### src/verilog/io_settings_pkg.sv
// Package for the input polarity and overheat select block.
// Assumes a Wishbone classic slave with 32-bit data on word-aligned offsets.
package io_settings_pkg;
	// ------------------------------------------------------------
	// Register offsets
	// ------------------------------------------------------------
	localparam logic [7:0] OFS_POLARITY = 8'h00;
	localparam logic [7:0] OFS_CHECK_TIME = 8'h04;
	localparam logic [7:0] OFS_OH_SELECT = 8'h08;
	localparam logic [7:0] OFS_TRIP_TEMP = 8'h0c;
	localparam logic [7:0] OFS_APP_CTRL = 8'h10;
	localparam logic [7:0] OFS_RELAY_SEL = 8'h14;
	localparam logic [7:0] OFS_INPUT_STATE = 8'h18;
	localparam logic [7:0] OFS_IRQ_STATUS = 8'h1c;
	localparam logic [7:0] OFS_IRQ_MASK = 8'h20;
	// ------------------------------------------------------------
	// Widths, fields and reset values
	// ------------------------------------------------------------
	localparam int NUM_INPUTS = 11;
	localparam int NUM_BASE = 8;
	localparam int NUM_RELAYS = 4;
	localparam int RELAY_FN_W = 4;
	localparam logic [10:0] POLARITY_RESET = 11'h000;
	localparam logic [2:0] OH_SELECT_RESET = 3'h7;
	localparam int OH_MOTOR_BIT = 0;
	localparam int OH_THERM_BIT = 2;
	localparam logic [7:0] TRIP_TEMP_RESET = 8'h6e;
	localparam logic [7:0] CHECK_MS_RESET = 8'h01;
	localparam logic [3:0] RELAY_FN_MULTI_MOTOR = 4'h9;
	localparam int APP_MULTI_BIT = 0;
	localparam int APP_PROC_BIT = 1;
	localparam int APP_AUXCNT_LSB = 4;
	localparam int IRQ_W = 3;
	localparam int IRQ_MOTOR_TRIP = 0;
	localparam int IRQ_DRIVE_TRIP = 1;
	localparam int IRQ_INPUT_CHANGE = 2;
	// ------------------------------------------------------------
	// Timing
	// ------------------------------------------------------------
	localparam int CLK_HZ = 100_000_000;
	localparam int CHECK_UNIT_US = 1000;
	localparam int CYCLES_PER_MS = CLK_HZ / 1_000_000 * CHECK_UNIT_US;
endpackage : io_settings_pkg
### src/verilog/io_settings.sv
// Input polarity, validity filter, overheat select and relay assignment logic.
// Assumes input pins are asynchronous and a Wishbone classic master on mclk_i.
//
// The implementer's own choices: the Wishbone register port and the register addresses.
`timescale 1ns/1ns
`default_nettype none

// Behaviour
// - An 11-bit polarity register holds open (0) or closed (1) contact sense, base inputs in bits 0-7, expansion in 8-10.
// - Polarity bits 8 to 10 can be written only while the expansion board is fitted.
// - With multi-step selection active, an input change is accepted only after the checking time, 1 ms by default.
// - Drive overheat protection trips at all times regardless of the select bits.
// - With select bit 1 set, a motor trip occurs once motor temperature reaches the trip temperature, 110 C default.
// - Select bit 2 is reserved and inert, and bit 3 enables the external thermistor.
// - The three overheat select bits reset to all ones.
// - Entering multi-motor mode sets all four relay selections to the multi-motor function.
// - In multi-motor mode with fewer than four auxiliary motors, unused relays may be assigned freely.
// - Leaving multi-motor mode leaves the relay selections unchanged.
// - An active open-loop input switches process control to manual, returning when it goes inactive.
// - Process control runs only when its enable is set, default off.
module io_settings
	import io_settings_pkg::*;
#(
	parameter int CHECK_CYCLES = CYCLES_PER_MS
) (
	// Clock and reset.
	input wire logic mclk_i,
	input wire logic reset_i,
	// Wishbone classic slave.
	input wire logic wb_cyc_i,
	input wire logic wb_stb_i,
	input wire logic wb_we_i,
	input wire logic [7:0] wb_adr_i,
	input wire logic [3:0] wb_sel_i,
	input wire logic [31:0] wb_dat_i,
	output logic [31:0] wb_dat_o,
	output logic wb_ack_o,
	// Terminal pins and board presence.
	input wire logic [NUM_INPUTS-1:0] terminal_i,
	input wire logic expansion_fitted_i,
	// Control inputs from the drive.
	input wire logic multi_step_active_i,
	input wire logic [3:0] open_loop_terminal_i,
	input wire logic [7:0] motor_temperature_i,
	input wire logic [7:0] thermistor_temperature_i,
	input wire logic drive_overheat_i,
	// Results.
	output logic [NUM_INPUTS-1:0] input_active_o,
	output logic motor_trip_o,
	output logic drive_trip_o,
	output logic process_control_o,
	output logic [NUM_RELAYS*RELAY_FN_W-1:0] relay_select_o,
	output logic irq_o
);

	// ------------------------------------------------------------
	// Registers and state
	// ------------------------------------------------------------
	logic [NUM_INPUTS-1:0] input_contact_polarity;
	logic [7:0] input_validity_time;
	logic [2:0] overheat_trip_select;
	logic [7:0] motor_trip_temperature;
	logic multi_motor_mode;
	logic process_control_enable;
	logic [2:0] aux_motor_count;
	logic [NUM_INPUTS-1:0] sync1, sync2, filtered;
	logic [31:0] check_count;
	logic [IRQ_W-1:0] irq_status, irq_mask, irq_event;
	logic wr, rd;
	logic [1:0] fitted_sync;
	logic multi_step_q1, multi_step_q2;

	assign wr = wb_cyc_i && wb_stb_i && wb_we_i && !wb_ack_o && wb_sel_i[0];
	assign rd = wb_cyc_i && wb_stb_i && !wb_ack_o;

	// ------------------------------------------------------------
	// Pin synchronisers
	// ------------------------------------------------------------
	// Two stages for terminals, board presence and mode strobe.
	always_ff @(posedge mclk_i) begin
		if (reset_i) begin
			sync1 <= '0;
			sync2 <= '0;
			fitted_sync <= 2'h0;
			multi_step_q1 <= 1'b0;
			multi_step_q2 <= 1'b0;
		end else begin
			sync1 <= terminal_i;
			sync2 <= sync1;
			fitted_sync <= {fitted_sync[0], expansion_fitted_i};
			multi_step_q1 <= multi_step_active_i;
			multi_step_q2 <= multi_step_q1;
		end
	end

	// ------------------------------------------------------------
	// Validity filter
	// ------------------------------------------------------------
	// Polarity-corrected inputs; a change waits out the checking time when multi-step is active.
	logic [NUM_INPUTS-1:0] corrected;
	logic [31:0] check_limit;
	assign corrected = sync2 ^ input_contact_polarity;
	assign check_limit = 32'(input_validity_time) * 32'(CHECK_CYCLES);

	always_ff @(posedge mclk_i) begin
		if (reset_i) begin
			filtered <= '0;
			check_count <= 32'h0;
		end else if (corrected == filtered) begin
			check_count <= 32'h0;
		end else if (!multi_step_q2 || check_count + 32'h1 >= check_limit) begin
			filtered <= corrected;
			check_count <= 32'h0;
		end else begin
			check_count <= check_count + 32'h1;
		end
	end

	always_ff @(posedge mclk_i) begin
		if (reset_i) input_active_o <= '0;
		else input_active_o <= filtered;
	end

	// ------------------------------------------------------------
	// Overheat and process control
	// ------------------------------------------------------------
	// Motor temperature source follows select bit 3; drive protection never gated.
	logic [7:0] motor_temp_sel;
	assign motor_temp_sel = overheat_trip_select[OH_THERM_BIT] ? thermistor_temperature_i : motor_temperature_i;

	// Motor trip condition, shared by the trip flop and its interrupt event.
	logic motor_trip_cond;
	assign motor_trip_cond = overheat_trip_select[OH_MOTOR_BIT] && motor_temp_sel >= motor_trip_temperature;

	// Open-loop terminal state; an index beyond the terminals never bypasses, so no unknown reaches the output.
	logic open_loop_active;
	assign open_loop_active = (int'(open_loop_terminal_i) < NUM_INPUTS) && filtered[open_loop_terminal_i];

	always_ff @(posedge mclk_i) begin
		if (reset_i) begin
			motor_trip_o <= 1'b0;
			drive_trip_o <= 1'b0;
			process_control_o <= 1'b0;
		end else begin
			motor_trip_o <= motor_trip_cond;
			drive_trip_o <= drive_overheat_i;
			process_control_o <= process_control_enable && !open_loop_active;
		end
	end

	// ------------------------------------------------------------
	// Register file
	// ------------------------------------------------------------
	// Writes to the configuration registers.
	always_ff @(posedge mclk_i) begin
		if (reset_i) begin
			input_contact_polarity <= POLARITY_RESET;
			input_validity_time <= CHECK_MS_RESET;
			overheat_trip_select <= OH_SELECT_RESET;
			motor_trip_temperature <= TRIP_TEMP_RESET;
			multi_motor_mode <= 1'b0;
			process_control_enable <= 1'b0;
			aux_motor_count <= 3'h0;
			irq_mask <= '0;
		end else if (wr) begin
			unique case (wb_adr_i)
				OFS_POLARITY: begin
					input_contact_polarity[NUM_BASE-1:0] <= wb_dat_i[7:0];
					if (fitted_sync[1] && wb_sel_i[1])
						input_contact_polarity[NUM_INPUTS-1:NUM_BASE] <= wb_dat_i[10:8];
				end
				OFS_CHECK_TIME: input_validity_time <= wb_dat_i[7:0];
				OFS_OH_SELECT: overheat_trip_select <= wb_dat_i[2:0];
				OFS_TRIP_TEMP: motor_trip_temperature <= wb_dat_i[7:0];
				OFS_APP_CTRL: begin
					multi_motor_mode <= wb_dat_i[APP_MULTI_BIT];
					process_control_enable <= wb_dat_i[APP_PROC_BIT];
					aux_motor_count <= wb_dat_i[APP_AUXCNT_LSB+:3];
				end
				OFS_IRQ_MASK: irq_mask <= wb_dat_i[IRQ_W-1:0];
				default: ;
			endcase
		end
	end

	// Relay selections: forced on entering multi-motor, else software owned.
	logic entering_multi;
	assign entering_multi = wr && wb_adr_i == OFS_APP_CTRL && wb_dat_i[APP_MULTI_BIT] && !multi_motor_mode;

	always_ff @(posedge mclk_i) begin
		if (reset_i) begin
			relay_select_o <= '0;
		end else if (entering_multi) begin
			relay_select_o <= {NUM_RELAYS{RELAY_FN_MULTI_MOTOR}};
		end else if (wr && wb_adr_i == OFS_RELAY_SEL) begin
			for (int i = 0; i < NUM_RELAYS; i++) begin
				// Relays in use by auxiliary motors stay locked while multi-motor runs.
				if (!multi_motor_mode || i >= int'(aux_motor_count))
					relay_select_o[i*RELAY_FN_W+:RELAY_FN_W] <= wb_dat_i[i*RELAY_FN_W+:RELAY_FN_W];
			end
		end
	end

	// ------------------------------------------------------------
	// Interrupts
	// ------------------------------------------------------------
	// Sticky status; a new event wins over a write-one clear.
	// Events are rising edges: a trip about to be raised, or a filtered input that just changed.
	assign irq_event[IRQ_MOTOR_TRIP] = motor_trip_cond && !motor_trip_o;
	assign irq_event[IRQ_DRIVE_TRIP] = drive_overheat_i && !drive_trip_o;
	assign irq_event[IRQ_INPUT_CHANGE] = input_active_o != filtered;

	always_ff @(posedge mclk_i) begin
		if (reset_i) irq_status <= '0;
		else if (wr && wb_adr_i == OFS_IRQ_STATUS) irq_status <= (irq_status & ~wb_dat_i[IRQ_W-1:0]) | irq_event;
		else irq_status <= irq_status | irq_event;
	end

	always_ff @(posedge mclk_i) begin
		if (reset_i) irq_o <= 1'b0;
		else irq_o <= |(irq_status & irq_mask);
	end

	// ------------------------------------------------------------
	// Bus answer
	// ------------------------------------------------------------
	// One-cycle ack, read data registered; unmapped offsets read zero.
	always_ff @(posedge mclk_i) begin
		if (reset_i) begin
			wb_ack_o <= 1'b0;
			wb_dat_o <= 32'h0;
		end else begin
			wb_ack_o <= rd;
			wb_dat_o <= 32'h0;
			if (rd) begin
				unique case (wb_adr_i)
					OFS_POLARITY: wb_dat_o <= 32'(input_contact_polarity);
					OFS_CHECK_TIME: wb_dat_o <= 32'(input_validity_time);
					OFS_OH_SELECT: wb_dat_o <= 32'(overheat_trip_select);
					OFS_TRIP_TEMP: wb_dat_o <= 32'(motor_trip_temperature);
					OFS_APP_CTRL: wb_dat_o <= 32'({aux_motor_count, 2'h0, process_control_enable, multi_motor_mode});
					OFS_RELAY_SEL: wb_dat_o <= 32'(relay_select_o);
					OFS_INPUT_STATE: wb_dat_o <= 32'(filtered);
					OFS_IRQ_STATUS: wb_dat_o <= 32'(irq_status);
					OFS_IRQ_MASK: wb_dat_o <= 32'(irq_mask);
					default: wb_dat_o <= 32'h0;
				endcase
			end
		end
	end

	// ------------------------------------------------------------
	// Checks
	// ------------------------------------------------------------
	property p_oh_reset;
		@(posedge mclk_i) $fell(reset_i) |-> overheat_trip_select == 3'h7;
	endproperty
	a_oh_reset: assert property (p_oh_reset) else $error("overheat select not all ones after reset");

	property p_drive_trip;
		@(posedge mclk_i) disable iff (reset_i) drive_overheat_i |=> drive_trip_o;
	endproperty
	a_drive_trip: assert property (p_drive_trip) else $error("drive trip missed");

	property p_motor_trip;
		@(posedge mclk_i) disable iff (reset_i)
			(overheat_trip_select[0] && motor_temp_sel >= motor_trip_temperature) |=> motor_trip_o;
	endproperty
	a_motor_trip: assert property (p_motor_trip) else $error("motor trip missed");

	property p_motor_no_trip;
		@(posedge mclk_i) disable iff (reset_i) !overheat_trip_select[0] |=> !motor_trip_o;
	endproperty
	a_motor_no_trip: assert property (p_motor_no_trip) else $error("motor trip while disabled");

	property p_multi_relays;
		@(posedge mclk_i) disable iff (reset_i) entering_multi |=> relay_select_o == {4{RELAY_FN_MULTI_MOTOR}};
	endproperty
	a_multi_relays: assert property (p_multi_relays) else $error("relays not forced to multi-motor");

	property p_expansion_lock;
		@(posedge mclk_i) disable iff (reset_i) !fitted_sync[1] |=> $stable(input_contact_polarity[10:8]);
	endproperty
	a_expansion_lock: assert property (p_expansion_lock) else $error("expansion polarity changed without board");

	property p_proc_off;
		@(posedge mclk_i) disable iff (reset_i) !process_control_enable |=> !process_control_o;
	endproperty
	a_proc_off: assert property (p_proc_off) else $error("process control without enable");

	property p_open_loop;
		@(posedge mclk_i) disable iff (reset_i) open_loop_active |=> !process_control_o;
	endproperty
	a_open_loop: assert property (p_open_loop) else $error("process control during open loop");

	property p_filter_hold;
		@(posedge mclk_i) disable iff (reset_i)
			(multi_step_q2 && check_count + 32'h1 < check_limit && corrected != filtered) |=> $stable(filtered);
	endproperty
	a_filter_hold: assert property (p_filter_hold) else $error("input accepted before checking time");

	c_multi: cover property (@(posedge mclk_i) entering_multi);
	c_motor_trip: cover property (@(posedge mclk_i) $rose(motor_trip_o));
	c_filter: cover property (@(posedge mclk_i) multi_step_q2 && $changed(filtered));
	c_irq: cover property (@(posedge mclk_i) $rose(irq_o));

endmodule : io_settings

`default_nettype wire

### config.mk
export PLATFORM = sky130hd
export DESIGN_NAME = io_settings
export DESIGN_NICKNAME = d
export VERILOG_FILES = /design/src/verilog/io_settings_pkg.sv /design/src/verilog/io_settings.sv
export SDC_FILE = /design/constraint.sdc
export NUM_CORES = 1
export LEC_CHECK = 0
export CAP_MARGIN = 40
export CORE_MARGIN = 5
export CORE_UTILIZATION = 60
export CTS_BUF_LIST = sky130_fd_sc_hd__clkbuf_8
export DETAILED_ROUTE_END_ITERATION = 16
export DONT_BUFFER_PORTS = 1
export PLACE_DENSITY = 0.8
export SLEW_MARGIN = 20
export SYNTH_ARGS = -nofsm -noshare
export SYNTH_HDL_FRONTEND = slang
export SYNTH_SLANG_ARGS = --single-unit
### constraint.sdc
create_clock -name mclk_i -period 6.6 [get_ports mclk_i]
set_input_delay 0.33 -clock mclk_i [delete_from_list [all_inputs] [get_ports mclk_i]]
set_output_delay 0.33 -clock mclk_i [all_outputs]
set_load 0.005 [all_outputs]
# [After elaboration in Yosys (flattened, before gate mapping)]
# Cells that the tools add are included.
[totals] register_bits=174 in_bits=83 word_cells=124
[classes] add_sub_neg=1 mux=11 mul=1 eq_ne=10 reduce_logical=53 n_bitwise=8 n_lt_le_gt_ge=8
[ops] op="case mux 16 bit (9 select lines)" n=1
[ops] op="adder 32 x 1 -> 32 bit, second input constant" n=1
[ops] op="== test 8 x 5 -> 1 bit, second input constant" n=4
[ops] op="greater-or-equal comparator 32 x 25 -> 1 bit" n=1
[ops] op="two-way mux 16 bit" n=2
[ops] op="AND reduction 2 bit" n=15
[ops] op="multiplier 8 x 12 -> 20 bit, second input constant" n=1
[ops] op="== test 8 x 4 -> 1 bit, second input constant" n=2
[ops] op="logical AND 1 bit" n=16
[ops] op="two-way mux 4 bit" n=4
[ops] op="== test 11 bit" n=1
[ops] op="!= test 11 bit" n=1
[ops] op="XOR 11 bit" n=1
[ops] op="nonzero test 2 bit" n=5
[ops] op="== test 8 x 3 -> 1 bit, second input constant" n=1
[ops] op="== test 8 x 6 -> 1 bit, second input constant" n=1
[ops] op="greater-or-equal comparator 8 bit" n=1
[ops] op="logical NOT 8 bit" n=1
[ops] op="two-way mux 8 bit" n=1
[ops] op="bitwise AND 3 bit" n=2
[ops] op="greater-or-equal comparator 1 x 3 -> 1 bit, first input constant" n=2
[ops] op="greater-or-equal comparator 2 x 3 -> 1 bit, first input constant" n=2
[ops] op="logical NOT 1 bit" n=6
[ops] op="bitwise OR 3 bit" n=2
[ops] op="11 further kinds" n=18

# [Logic depth before layout (Yosys ltp)]
# Gate-level depths: netlist of run 1.
[depth] ltp_word=9 ltp_mapped=23

# [Worst setup path before layout of run 1]
# OpenSTA, ideal clock, no wires.
[synth_path] path_kind="register to register" startpoint="reg input_validity_time[2]" endpoint="reg check_count[10]" path_buffers=1 required_time_ps=6535 path_stages_with_launch=24 t_arrival_ps=5128 slack_ps=1407 path_cell_list="dfxtp_1 ha_1 ha_1 inv_1 fa_1 inv_1 fa_1 ha_1 nor2b_1 o31a_1 o211ai_1 a21oi_1 o31ai_1 nor3_1 a311oi_1 ha_1 a21oi_1 o21ai_0 a221oi_1 o21ai_0 a21oi_1 nand3_1 buf_2 nor2b_1"
[synth_between] elab_chain_cells=4
[synth_lines] element="start: declaration" line="io_settings.sv:60" rtl="logic [7:0] input_validity_time;"
[synth_lines] element="start signal: assignment" line="io_settings.sv:172" rtl="OFS_CHECK_TIME: input_validity_time <= wb_dat_i[7:0];"
[synth_lines] element="multiplier 8 x 12 -> 20 bit" line="io_settings.sv:103" rtl="assign check_limit = 32'(input_validity_time) * 32'(CHECK_CYCLES);"
[synth_lines] element="greater-or-equal comparator 32 x 25 -> 1 bit" line="io_settings.sv:111" rtl="end else if (!multi_step_q2 || check_count + 32'h1 >= check_limit) begin"
[synth_lines] element="logical OR 1 bit" line="io_settings.sv:111"
[synth_lines] element="OR reduction 3 bit (no line)"
[synth_lines] element="end signal: assignment" line="io_settings.sv:115" rtl="check_count <= check_count + 32'h1;"
[synth_lines] element="end: declaration" line="io_settings.sv:67" rtl="logic [31:0] check_count;"
# Every way passes these cells.
# A chain may end at the register's enable or synchronous reset.

# [Worst setup path after layout of run 1]
[layout_path] startpoint="reg input_validity_time[4]" endpoint="reg filtered[0]"
[layout_between] elab_chain_cells=4
[layout_lines] element="multiplier 8 x 12 -> 20 bit" line="io_settings.sv:103"
[layout_lines] element="greater-or-equal comparator 32 x 25 -> 1 bit" line="io_settings.sv:111"
[layout_lines] element="logical OR 1 bit" line="io_settings.sv:111"
[layout_lines] element="AND reduction 2 bit (no line)"
[layout_lines] element="end signal: assignment" line="io_settings.sv:112" rtl="filtered <= corrected;"
[layout_lines] element="end: declaration" line="io_settings.sv:66" rtl="logic [NUM_INPUTS-1:0] sync1, sync2, filtered;"
# Every way passes these cells.

==> results.toml, run 1 <==
[outcome]
outcome = "complete, no violations"

[global_routing]
globalRoute.totalOverflow = 0
grt_use_total_pct = 24.5
maximum_number_of_pins_on_one_net_before_global_route_repair = 64
grt_pass1_vias = 6506
number_of_antenna_violations_at_the_first_check_in_global_routing = 0
grt_pass1_wl_mm = 32.8

[final_layout]
antenna_cells = 0
design.final.nets = 1154
areaGrowthSynthToFinish_pct = 9.48
post_route_cells_drive_above_1_share_pct = 7.18

[place]
preCtsSetupSlack_ns = 0.553
place.port_buffers = 0
gpl.final_weighted_congestion = 0.913
place.detailed.hpwl_mm = 15.2

[logic_synthesis]
synth_largest_type_area_fraction_pct = 36.4
synthTopCellsByArea = "sky130_fd_sc_hd__dfxtp_1 (36%), sky130_fd_sc_hd__ha_1 (12%), sky130_fd_sc_hd__xor2_1 (4.4%)"
post-synth-top-area-cell = "sky130_fd_sc_hd__dfxtp_1"
yosys_register_bits = 158
ys.flop_type = "sky130_fd_sc_hd__dfxtp_1"
synth_cell_type_count = 64
synth-edff-count = 0
synth.top_cells.by_count = "sky130_fd_sc_hd__dfxtp_1 (158), sky130_fd_sc_hd__nand2_1 (91), sky130_fd_sc_hd__ha_1 (82)"
synthArstFlopShare_pct = 0
synth_cells = 950
yosys.cell_count.top_type = "sky130_fd_sc_hd__dfxtp_1"
ys_seq_area_share_pct = 36.4
yosys_warnings = 0
post_synth_instance_area_um2 = 8690
avg_synthesized_cell_area_um2 = 9.15

[detailed_routing]
dr_total_vias = 6819
totalWireLength_mm = 20.6
drc_errors = 0
routedWlPerCell_um = 17.6
drt_iter0_markers = 666
dr.pass1.iters = 6
drtAntennaViolNets = 0
route.detailed.vias_per_inst = 5.81

[power]
seq_power_share_pct = 53.0
power_switching_share_pct = 23.2
power.net_switching_mw = 0.430
power.clock.fraction_pct = 41.8
vdd_ir_drop_max_v = 0.000145
pwr_density_cell_nw_per_um2 = 195
fin_total_pwr_mw = 1.85
internal-power_mw = 1.42
p_leak_nw = 4.36
share_comb_of_total_power_pct = 5.2

[timing]
timing.final.ws_setup_ns = 0.443
report.final.slew_viol_count = 0
timing.setup.tns_ns = 0
finalSetupViolations = 0
timing.fmax_mhz = 162
whs_ns = 0.0198
clock-skew-final_ns = 0.0171
worstMarginPinSlew_ns = 0.721
slew-limit-headroom_pct = 51.8
report.final.hold_viol_count = 0
post-route-min-period_ns = 6.16
rsz0062_at_grt = "false"
period_share_pct = 93.3

[floorplan]
pin_count = 147
initial_cell_density_of_the_core_pct = 60.5
die_h_um = 130
placeable_core_region_um2 = 14400
die_w_um = 130
floorplan.die_area_um2 = 17000
num_rows = 44

[hold_path]
worstHoldPathCells = 2
worstHoldStart = "wb_dat_i[5]"
min_path_type = "primary input to flip-flop"
timing.hold.worst_endpoint = "input_validity_time[5]"

[worst_setup_path]
critical_path.most_common_cell = "sky130_fd_sc_hd__ha_1"
critPathSlowestCell = "sky130_fd_sc_hd__fa_1"
timing.critical_path.to_type = "flip-flop"
crit_path_start = "input_validity_time[4]"
timing.critical_path.required_ns = 6.94
rr_startpoint = "input_validity_time[4]"
max_stage_delay_ns = 0.51
cp_cell_instances = "ha_1 > ha_1 > inv_1 > fa_1 > inv_1 > fa_1 > ha_1 > nor2b_1 > o31a_1 > o211ai_1 > a21oi_1 > o31ai_1 > nor3_1 > a311oi_1 > ha_1 > a21oi_1 > o21ai_0 > a221oi_1 > o21ai_0 > a21oi_1 > a21oi_2 > buf_4 > mux2i_1"
regToRegEndpoint = "filtered[0]"
worst_r2r_path_depth = 23
crit_path_max_fanout = 11
worstSetupStartpointType = "flip-flop"
timing.reg2reg.setup_slack_ns = 0.44
arrival_ns = 6.49
path_class = "flip-flop to flip-flop"

[run]
max_cap_violations = 0

[clock_tree]
post_cts_resize_count = 0
path_clk_slew_ns = 0.08
cts.sinks = 158
cts.htree.levels = 4
clockBufferDepth = 2
numCtsBuffers = 17
clock-root-buffer = "sky130_fd_sc_hd__clkbuf_8"
tritoncts = "built"
worstSkewPairLatency_ns = 0.46
[through the flow]
step,utilization (%),cell area [um^2],std cells
2_1_floorplan,-,8780,972
3_3_place_gp,61.1,8780,1112
3_5_place_dp,61.1,8780,1113
4_1_cts,66.0,9480,1169
5_1_grt,66.2,9520,1173
6_report,66.2,9520,1173
[layer usage]
metal | vias up | track usage [%] | part of all wire [%]
met5 | - | 0 | 0
met4 | 0 | 6.47 | 1.7
met3 | 33 | 7.72 | 9.9
met2 | 261 | 38.7 | 46
met1 | 3192 | 32.7 | 42
li1 | 3333 | - | -
[timing repair]
item / in CTS / in global routing
hold endpoints to repair: 65 / 3
buffers inserted: 0 / 0
hold buffers: 25 / 3
endpoints found under the setup margin: 0 / 0
[registers in the layout, indices dropped and copies added, names as in the netlist, 2 cells and up]
register and cells:
aux_motor_count 3, check_count 32, filtered 11, fitted_sync 2, input_active_o 11, input_contact_polarity 11, input_validity_time 8, irq_mask 3
irq_status 3, motor_trip_temperature 8, overheat_trip_select 3, relay_select_o 16, sync1 11, sync2 11, wb_dat_o 16
[placed cells by master (no fill, tap or decap), types with 10 or more instances in the layout]
cell type,synthesis,layout
sky130_fd_sc_hd__and3_1,10,10
sky130_fd_sc_hd__conb_1,1,23
sky130_fd_sc_hd__a21oi_1,51,51
sky130_fd_sc_hd__dfxtp_1,158,158
sky130_fd_sc_hd__clkbuf_8,0,20
sky130_fd_sc_hd__nor2b_1,54,54
sky130_fd_sc_hd__nand2_1,91,91
sky130_fd_sc_hd__nor3_1,11,11
sky130_fd_sc_hd__o21ai_0,16,16
sky130_fd_sc_hd__xor2_1,44,44
sky130_fd_sc_hd__fa_1,12,12
sky130_fd_sc_hd__a22oi_1,19,19
sky130_fd_sc_hd__dlygate4sd3_1,0,27
sky130_fd_sc_hd__ha_1,82,82
sky130_fd_sc_hd__mux2_2,11,11
sky130_fd_sc_hd__xnor2_1,28,28
sky130_fd_sc_hd__nor2_1,62,62
sky130_fd_sc_hd__nand3_1,57,57
sky130_fd_sc_hd__inv_1,39,39
sky130_fd_sc_hd__mux2i_1,33,33
[worst max-delay path: cells and delay by family, from the launching register on]
family / cells / cell delay (ns)
DFF: 1 / 0.45
muxes: 1 / 0.14
buffers and inverters: 3 / 0.33
AOI/OAI and AO/OA: 11 / 2.59
and+or+nand+nor: 2 / 0.27
adders and majority gates: 6 / 2.26
[cell type report]
cell class / instances / area [um^2]
repair buffers: 36 / 358
inverters: 39 / 146
well taps: 184 / 230
fillers: 1129 / 4850
flip-flops and latches: 158 / 3160
clock inverters: 11 / 154
multi-input cells: 725 / 5190
clock buffers: 20 / 275
[how the worst max path moves through the flow]
| stage | slack (ns) | cells past startpoint | to |
|---|---|---|---|
| final | 0.44 | 23 | filtered[0] |
| after global placement | 0.88 | 23 | filtered[2] |
| after global routing | 0.1 | 23 | check_count[4] |
| after floorplan | 1.41 | 23 | check_count[10] |
| after detailed placement | 0.55 | 23 | check_count[8] |
| after CTS | 0.51 | 23 | check_count[8] |
[cells by family (layout without fill, tap and decap cells)]
family,after synthesis,count (layout),synth area share [%]
buf+inv,89,106,4.85
mux,46,46,5.74
other cells,1,23,0.0431
flops,158,158,36.4
compound gates,144,144,11.0
fa+ha+maj,94,94,14.6
xor+xnor,72,72,7.25
simple gates,346,346,20.2
[power by group through the flow]
stage | Combinational [mW] | Sequential, mW | Clock [mW]
5_1_grt | 0.106 | 0.986 | 0.829
6_report | 0.0964 | 0.983 | 0.774
2_1_floorplan | 0.0771 | 1.00 | 0
3_3_place_gp | 0.0712 | 1.00 | 0
3_5_place_dp | 0.0727 | 1.01 | 0
4_1_cts | 0.0933 | 0.983 | 0.781
No activity file was read; power rests on OpenSTA's default activity.
==> run 2: changes to the inputs <==
--- a/config.mk
+++ b/config.mk
@@ -5,13 +5,13 @@
 export SDC_FILE = /design/constraint.sdc
 export NUM_CORES = 1
 export LEC_CHECK = 0
+export BUFFER_PORTS_ARGS = -buffer_cell sky130_fd_sc_hd__buf_4
 export CAP_MARGIN = 40
 export CORE_MARGIN = 5
-export CORE_UTILIZATION = 60
+export CORE_UTILIZATION = 59
 export CTS_BUF_LIST = sky130_fd_sc_hd__clkbuf_8
 export DETAILED_ROUTE_END_ITERATION = 16
-export DONT_BUFFER_PORTS = 1
-export PLACE_DENSITY = 0.8
+export PLACE_DENSITY = 0.87
 export SLEW_MARGIN = 20
 export SYNTH_ARGS = -nofsm -noshare
 export SYNTH_HDL_FRONTEND = slang
==> run 2 against run 1 <==
Compared with the run above:
- utilization up 2.9 points
- power fell by 3.8%
- global-route usage shrank 0.43 points
- worst setup slack gained 0.17 ns
- register-to-register slack better by 0.17 ns
- count of clock-buffer cells in the layout is the same
- via count is 6.2% higher
- combinational power increased by 28%
==> results.toml, run 2 (same netlist as run 1, synthesis figures left out) <==
[timing]
slew-limit-headroom_pct = 51.1
period_share_pct = 90.7
rsz0062_at_grt = "false"
worstMarginPinSlew_ns = 0.731
timing.fmax_mhz = 167
report.final.hold_viol_count = 0
post-route-min-period_ns = 5.98
timing.setup.tns_ns = 0
clock-skew-final_ns = 0.0142
whs_ns = 0.0857
timing.final.ws_setup_ns = 0.617
report.final.slew_viol_count = 0
finalSetupViolations = 0

[final_layout]
finish.utilization_pct = 69.1
post_route_cells_drive_above_1_share_pct = 17.0
max_reg_flops = 32
areaGrowthSynthToFinish_pct = 15.1
largest-register = "check_count"
antenna_cells = 0
layout_commonest_cell = "sky130_fd_sc_hd__dfxtp_1"
reg_top3 = "check_count x32, relay_select_o x16, wb_dat_o x16"
layout.cell_area.non_filler_um2 = 10000
fillerInstances = 1087
design.final.nets = 1238
layout.area.seq_um2 = 3160
most-common-layout-cells = "sky130_fd_sc_hd__dfxtp_1 (158), sky130_fd_sc_hd__buf_4 (120), sky130_fd_sc_hd__nand2_1 (91), sky130_fd_sc_hd__ha_1 (82), sky130_fd_sc_hd__nor2_1 (62)"
multi_input_logic_area_um2 = 5190

[clock_tree]
cts.htree.levels = 4
clock-root-buffer = "sky130_fd_sc_hd__clkbuf_8"
post_cts_resize_count = 0
tritoncts = "built"
path_clk_slew_ns = 0.09
cts_hold_buf = 0
worstSkewPairLatency_ns = 0.46
cts.sinks = 158
clockBufferDepth = 2
buffers_inserted_by_post_cts_timing_repair = 0
numCtsBuffers = 17

[detailed_routing]
routedWlPerCell_um = 16.6
dr.pass1.iters = 5
drt_iter0_markers = 837
route.detailed.vias_per_inst = 5.75
drc_errors = 0
totalWireLength_mm = 20.8
dr_total_vias = 7239
drtAntennaViolNets = 0

[worst_setup_path]
regToRegEndpoint = "check_count[20]"
arrival_ns = 6.38
worst_r2r_path_depth = 23
timing.critical_path.to_type = "flip-flop"
timing.critical_path.required_ns = 6.99
worstSetupStartpointType = "flip-flop"
crit_path_max_fanout = 18
path_class = "flip-flop to flip-flop"
rr_startpoint = "input_validity_time[2]"
timing.reg2reg.setup_slack_ns = 0.62

[run]
max_cap_violations = 0

[floorplan]
placeable_core_region_um2 = 14500
die_h_um = 131
pin_count = 147
floorplan.die_area_um2 = 17300
num_rows = 44
initial_cell_density_of_the_core_pct = 60.1
die_w_um = 131

[hold_path]
timing.hold.worst_endpoint = "sync1[1]"
worstHoldStart = "terminal_i[1]"
worstHoldPathCells = 2
min_path_type = "primary input to flip-flop"

[global_routing]
maximum_number_of_pins_on_one_net_before_global_route_repair = 66
grt_use_total_pct = 24.0
grt_pass1_vias = 7160
grt_pass1_wl_mm = 34.7
globalRoute.totalOverflow = 0
number_of_antenna_violations_at_the_first_check_in_global_routing = 0

[place]
gpl.final_weighted_congestion = 0.921
preCtsSetupSlack_ns = 0.614
dpl-instance-area_um2 = 9630
place.detailed.hpwl_mm = 15.8
place.port_buffers = 112

[power]
vdd_ir_drop_max_v = 0.000107
p_leak_nw = 4.77
pwr_density_cell_nw_per_um2 = 178

[outcome]
outcome = "complete, no violations"
## run 2: cell types whose count changed in the layout (fill, tap and decap cells not counted)
cell and delta:
sky130_fd_sc_hd__bufinv_16 -3, sky130_fd_sc_hd__clkinvlp_4 +3, sky130_fd_sc_hd__inv_8 +1, sky130_fd_sc_hd__inv_6 +1
sky130_fd_sc_hd__dlygate4sd3_1 -27, sky130_fd_sc_hd__clkinv_2 -1, sky130_fd_sc_hd__buf_16 -1, sky130_fd_sc_hd__buf_4 +112
## run 2: metrics by stage
| step | instances | power, mW |
|---|---|---|
| 6_report | 1258 | 1.78 |
| 5_1_grt | 1258 | 1.85 |
| 4_1_cts | 1257 | 1.79 |
| 3_5_place_dp | 1225 | 1.13 |
| 3_3_place_gp | 1225 | 1.12 |
| 2_1_floorplan | 972 | 1.08 |
## run 2: critical path, cell delays in order (launching register included)
cell                       delay [ns]
sky130_fd_sc_hd__dfxtp_1         0.33
sky130_fd_sc_hd__ha_1            0.33
sky130_fd_sc_hd__ha_1            0.29
sky130_fd_sc_hd__inv_1           0.05
sky130_fd_sc_hd__fa_1            0.50
sky130_fd_sc_hd__inv_1           0.06
sky130_fd_sc_hd__fa_1            0.49
sky130_fd_sc_hd__ha_1            0.36
sky130_fd_sc_hd__nor2b_1         0.16
sky130_fd_sc_hd__o31a_1          0.27
sky130_fd_sc_hd__o211ai_1        0.20
sky130_fd_sc_hd__a21oi_1         0.13
sky130_fd_sc_hd__o31ai_1         0.45
sky130_fd_sc_hd__nor3_1          0.09
sky130_fd_sc_hd__a311oi_1        0.30
sky130_fd_sc_hd__ha_1            0.31
sky130_fd_sc_hd__a21oi_1         0.13
sky130_fd_sc_hd__o21ai_0         0.09
sky130_fd_sc_hd__a221oi_1        0.22
sky130_fd_sc_hd__o21ai_0         0.17
sky130_fd_sc_hd__a21oi_1         0.25
sky130_fd_sc_hd__nand3_1         0.30
sky130_fd_sc_hd__buf_4           0.31
sky130_fd_sc_hd__nor2b_1         0.13
## run 2: worst max path at each step
| stage | start | end | depth (start not counted) | slack [ns] |
|---|---|---|---|---|
| detailed placement | input_validity_time[2] | check_count[20] | 23 | 0.61 |
| global placement | input_validity_time[2] | check_count[12] | 23 | 0.82 |
| floorplan | input_validity_time[2] | check_count[10] | 23 | 1.41 |
| CTS | input_validity_time[2] | check_count[20] | 23 | 0.61 |
| finish | input_validity_time[2] | check_count[20] | 23 | 0.62 |
| global route | input_validity_time[2] | check_count[23] | 23 | 0.24 |
## run 2: layout make-up
cell class,instances,area share (%)
multi-input cells,725,51.9
flip-flops and latches,158,31.6
repair buffers,120,9.00
clock buffers,20,2.75
well taps,184,2.30
inverters,39,1.46
clock inverters,12,1.01
## run 2: per-layer routing
| layer | GRT usage [%] | vias up | share of wire [%] |
|---|---|---|---|
| met1 | 30.6 | 3379 | 41 |
| met5 | 0 | - | 0 |
| met4 | 8.57 | 0 | 2.4 |
| li1 | - | 3497 | - |
| met2 | 39.2 | 319 | 47 |
| met3 | 6.88 | 44 | 9.0 |
## run 2: report_power, final
part | internal, mW | switching, mW
combinational | 0.0612 | 0.0618
sequential | 0.969 | 0.0137
clock | 0.300 | 0.378
==> run 3: changes to the inputs <==
--- a/config.mk
+++ b/config.mk
@@ -12,6 +12,7 @@
 export CTS_BUF_LIST = sky130_fd_sc_hd__clkbuf_8
 export DETAILED_ROUTE_END_ITERATION = 16
 export PLACE_DENSITY = 0.87
+export RECOVER_POWER = 50
 export SLEW_MARGIN = 20
 export SYNTH_ARGS = -nofsm -noshare
 export SYNTH_HDL_FRONTEND = slang
==> run 3 against run 2 <==
Compared with the run above:
- the flow now finishes with violations (capacitance limit, slew limit)
- global-route usage unchanged
- worst setup slack got worse by 0.0098 ns
- design area decreased by 0.19%
- register-to-register slack about the same
- first-iteration DRC count decreased by 9.3%
- clock skew about the same
- clock power about the same
- cell count unchanged
- count of clock-buffer cells in the layout unchanged
- hold slack got worse by 0.0020 ns
- power about the same
- critical path type unchanged
==> results.toml, run 3 (same netlist as run 1, synthesis figures left out) <==
[detailed_routing]
drt_iter0_markers = 759
dr_total_vias = 7288
route.detailed.vias_per_inst = 5.79
drtAntennaViolNets = 0
dr.pass1.iters = 5
routedWlPerCell_um = 16.5
drc_errors = 0
totalWireLength_mm = 20.8

[final_layout]
antenna_cells = 0
reg_top3 = "check_count x32, relay_select_o x16, wb_dat_o x16"
layout.cell_area.non_filler_um2 = 9990
post_route_cells_drive_above_1_share_pct = 16.6
areaGrowthSynthToFinish_pct = 14.9
design.final.nets = 1238
max_reg_flops = 32
most-common-layout-cells = "sky130_fd_sc_hd__dfxtp_1 (158), sky130_fd_sc_hd__nand2_1 (91), sky130_fd_sc_hd__ha_1 (82), sky130_fd_sc_hd__buf_4 (70), sky130_fd_sc_hd__nor2_1 (62)"
layout_commonest_cell = "sky130_fd_sc_hd__dfxtp_1"
largest-register = "check_count"

[worst_setup_path]
max_stage_delay_ns = 0.50
timing.critical_path.to_type = "flip-flop"
arrival_ns = 6.39
timing.reg2reg.setup_slack_ns = 0.61
worstSetupStartpointType = "flip-flop"
cp_cell_instances = "ha_1 > ha_1 > inv_1 > fa_1 > inv_1 > fa_1 > ha_1 > nor2b_1 > o31a_1 > o211ai_1 > a21oi_1 > o31ai_1 > nor3_1 > a311oi_1 > ha_1 > a21oi_1 > o21ai_0 > a221oi_1 > o21ai_0 > a21oi_1 > nand3_1 > buf_4 > nor2b_1"
timing.critical_path.required_ns = 6.99
crit_family = "adder cells"
crit_path_max_fanout = 18
critical_path.most_common_cell = "sky130_fd_sc_hd__ha_1"
critPathSlowestCell = "sky130_fd_sc_hd__fa_1"
worst_path_bufs_invs = 3
path_class = "flip-flop to flip-flop"

[timing]
timing.fmax_mhz = 167
report.final.slew_viol_count = 107
timing.setup.tns_ns = 0
finalSetupViolations = 0
report.final.hold_viol_count = 0
clock-skew-final_ns = 0.0146
slew-limit-headroom_pct = -95.3
period_share_pct = 90.8
post-route-min-period_ns = 5.99
rsz0062_at_grt = "false"
worstMarginPinSlew_ns = 2.93

[outcome]
failed_checks = "capacitance limit, slew limit"
outcome = "finished with violations"

[clock_tree]
buffers_inserted_by_post_cts_timing_repair = 0
clockBufferDepth = 2
post_cts_resize_count = 0
numCtsBuffers = 17
tritoncts = "built"
clock-root-buffer = "sky130_fd_sc_hd__clkbuf_8"
path_clk_slew_ns = 0.09
worstSkewPairLatency_ns = 0.46
cts_hold_buf = 0
cts.htree.levels = 4
cts.sinks = 158

[global_routing]
grt_use_total_pct = 24.0
grt_pass1_vias = 7160
maximum_number_of_pins_on_one_net_before_global_route_repair = 66
globalRoute.totalOverflow = 0
number_of_antenna_violations_at_the_first_check_in_global_routing = 0
grt_pass1_wl_mm = 34.7

[floorplan]
num_rows = 44
pin_count = 147
placeable_core_region_um2 = 14500
die_w_um = 131
initial_cell_density_of_the_core_pct = 60.1
die_h_um = 131
floorplan.die_area_um2 = 17300

[place]
place.detailed.hpwl_mm = 15.8
gpl.final_weighted_congestion = 0.921
place.port_buffers = 112
dpl-instance-area_um2 = 9630

[power]
p_leak_nw = 4.72
pwr_density_cell_nw_per_um2 = 179
vdd_ir_drop_max_v = 0.000107

[hold_path]
min_path_type = "primary input to flip-flop"

[run]
max_cap_violations = 2
## run 3: cell count changes in the layout (fill, tap and decap cells not counted), sizes merged
cell and delta:
buf -50, clkbuf +50
## run 3: worst register-to-register path, delay by kind of cell, from the launching register on
kind	cells	cell delay, ns
flops	1	0.33
buf+inv	3	0.42
fa+ha+maj	6	2.28
compound gates	10	2.21
simple gates	4	0.68
## run 3: through the flow
stage	total power [mW]	instances	hold WS [ns]	worst slack (ns)	util (%)
3_5_place_dp	1.13	1225	0.420	0.614	66.5
3_3_place_gp	1.12	1225	0.415	0.823	66.5
5_1_grt	1.85	1258	0.0493	0.241	69.0
2_1_floorplan	1.08	972	0.414	1.41	-
4_1_cts	1.79	1257	0.0644	0.608	69.1
6_report	1.78	1258	0.0837	0.607	69.0
## run 3: worst paths after layout
path | start | end | depth (start not counted)
max reg2reg | input_validity_time[2] | check_count[20] | 23
max | input_validity_time[2] | check_count[20] | 23
min | terminal_i[1] | sync1[1] | 2
min reg2reg | multi_step_q1 | multi_step_q2 | 1
## run 3: where the power goes
part           internal, mW  switching (mW)  leakage, nW
Clock                 0.299           0.379        0.183
Sequential            0.969          0.0134         1.28
Combinational        0.0610          0.0616         3.26
Total                  1.33           0.454         4.72
## run 3: layer usage
metal	global-route usage (%)	wire [um]	vias up
li1	-	-	3501
met1	30.6	8510	3393
met3	6.88	1940	56
met5	0	0	-
met2	39.2	9800	338
met4	8.57	541	0
## run 3: final cells by class
cell class / count / area [um^2]
Tap cell: 184 / 230
Multi-Input combinational cell: 725 / 5190
Clock inverter: 12 / 101
Sequential cell: 158 / 3160
Clock buffer: 20 / 275
Inverter: 39 / 146
Timing Repair Buffer: 120 / 882
Fill cell: 1092 / 4490
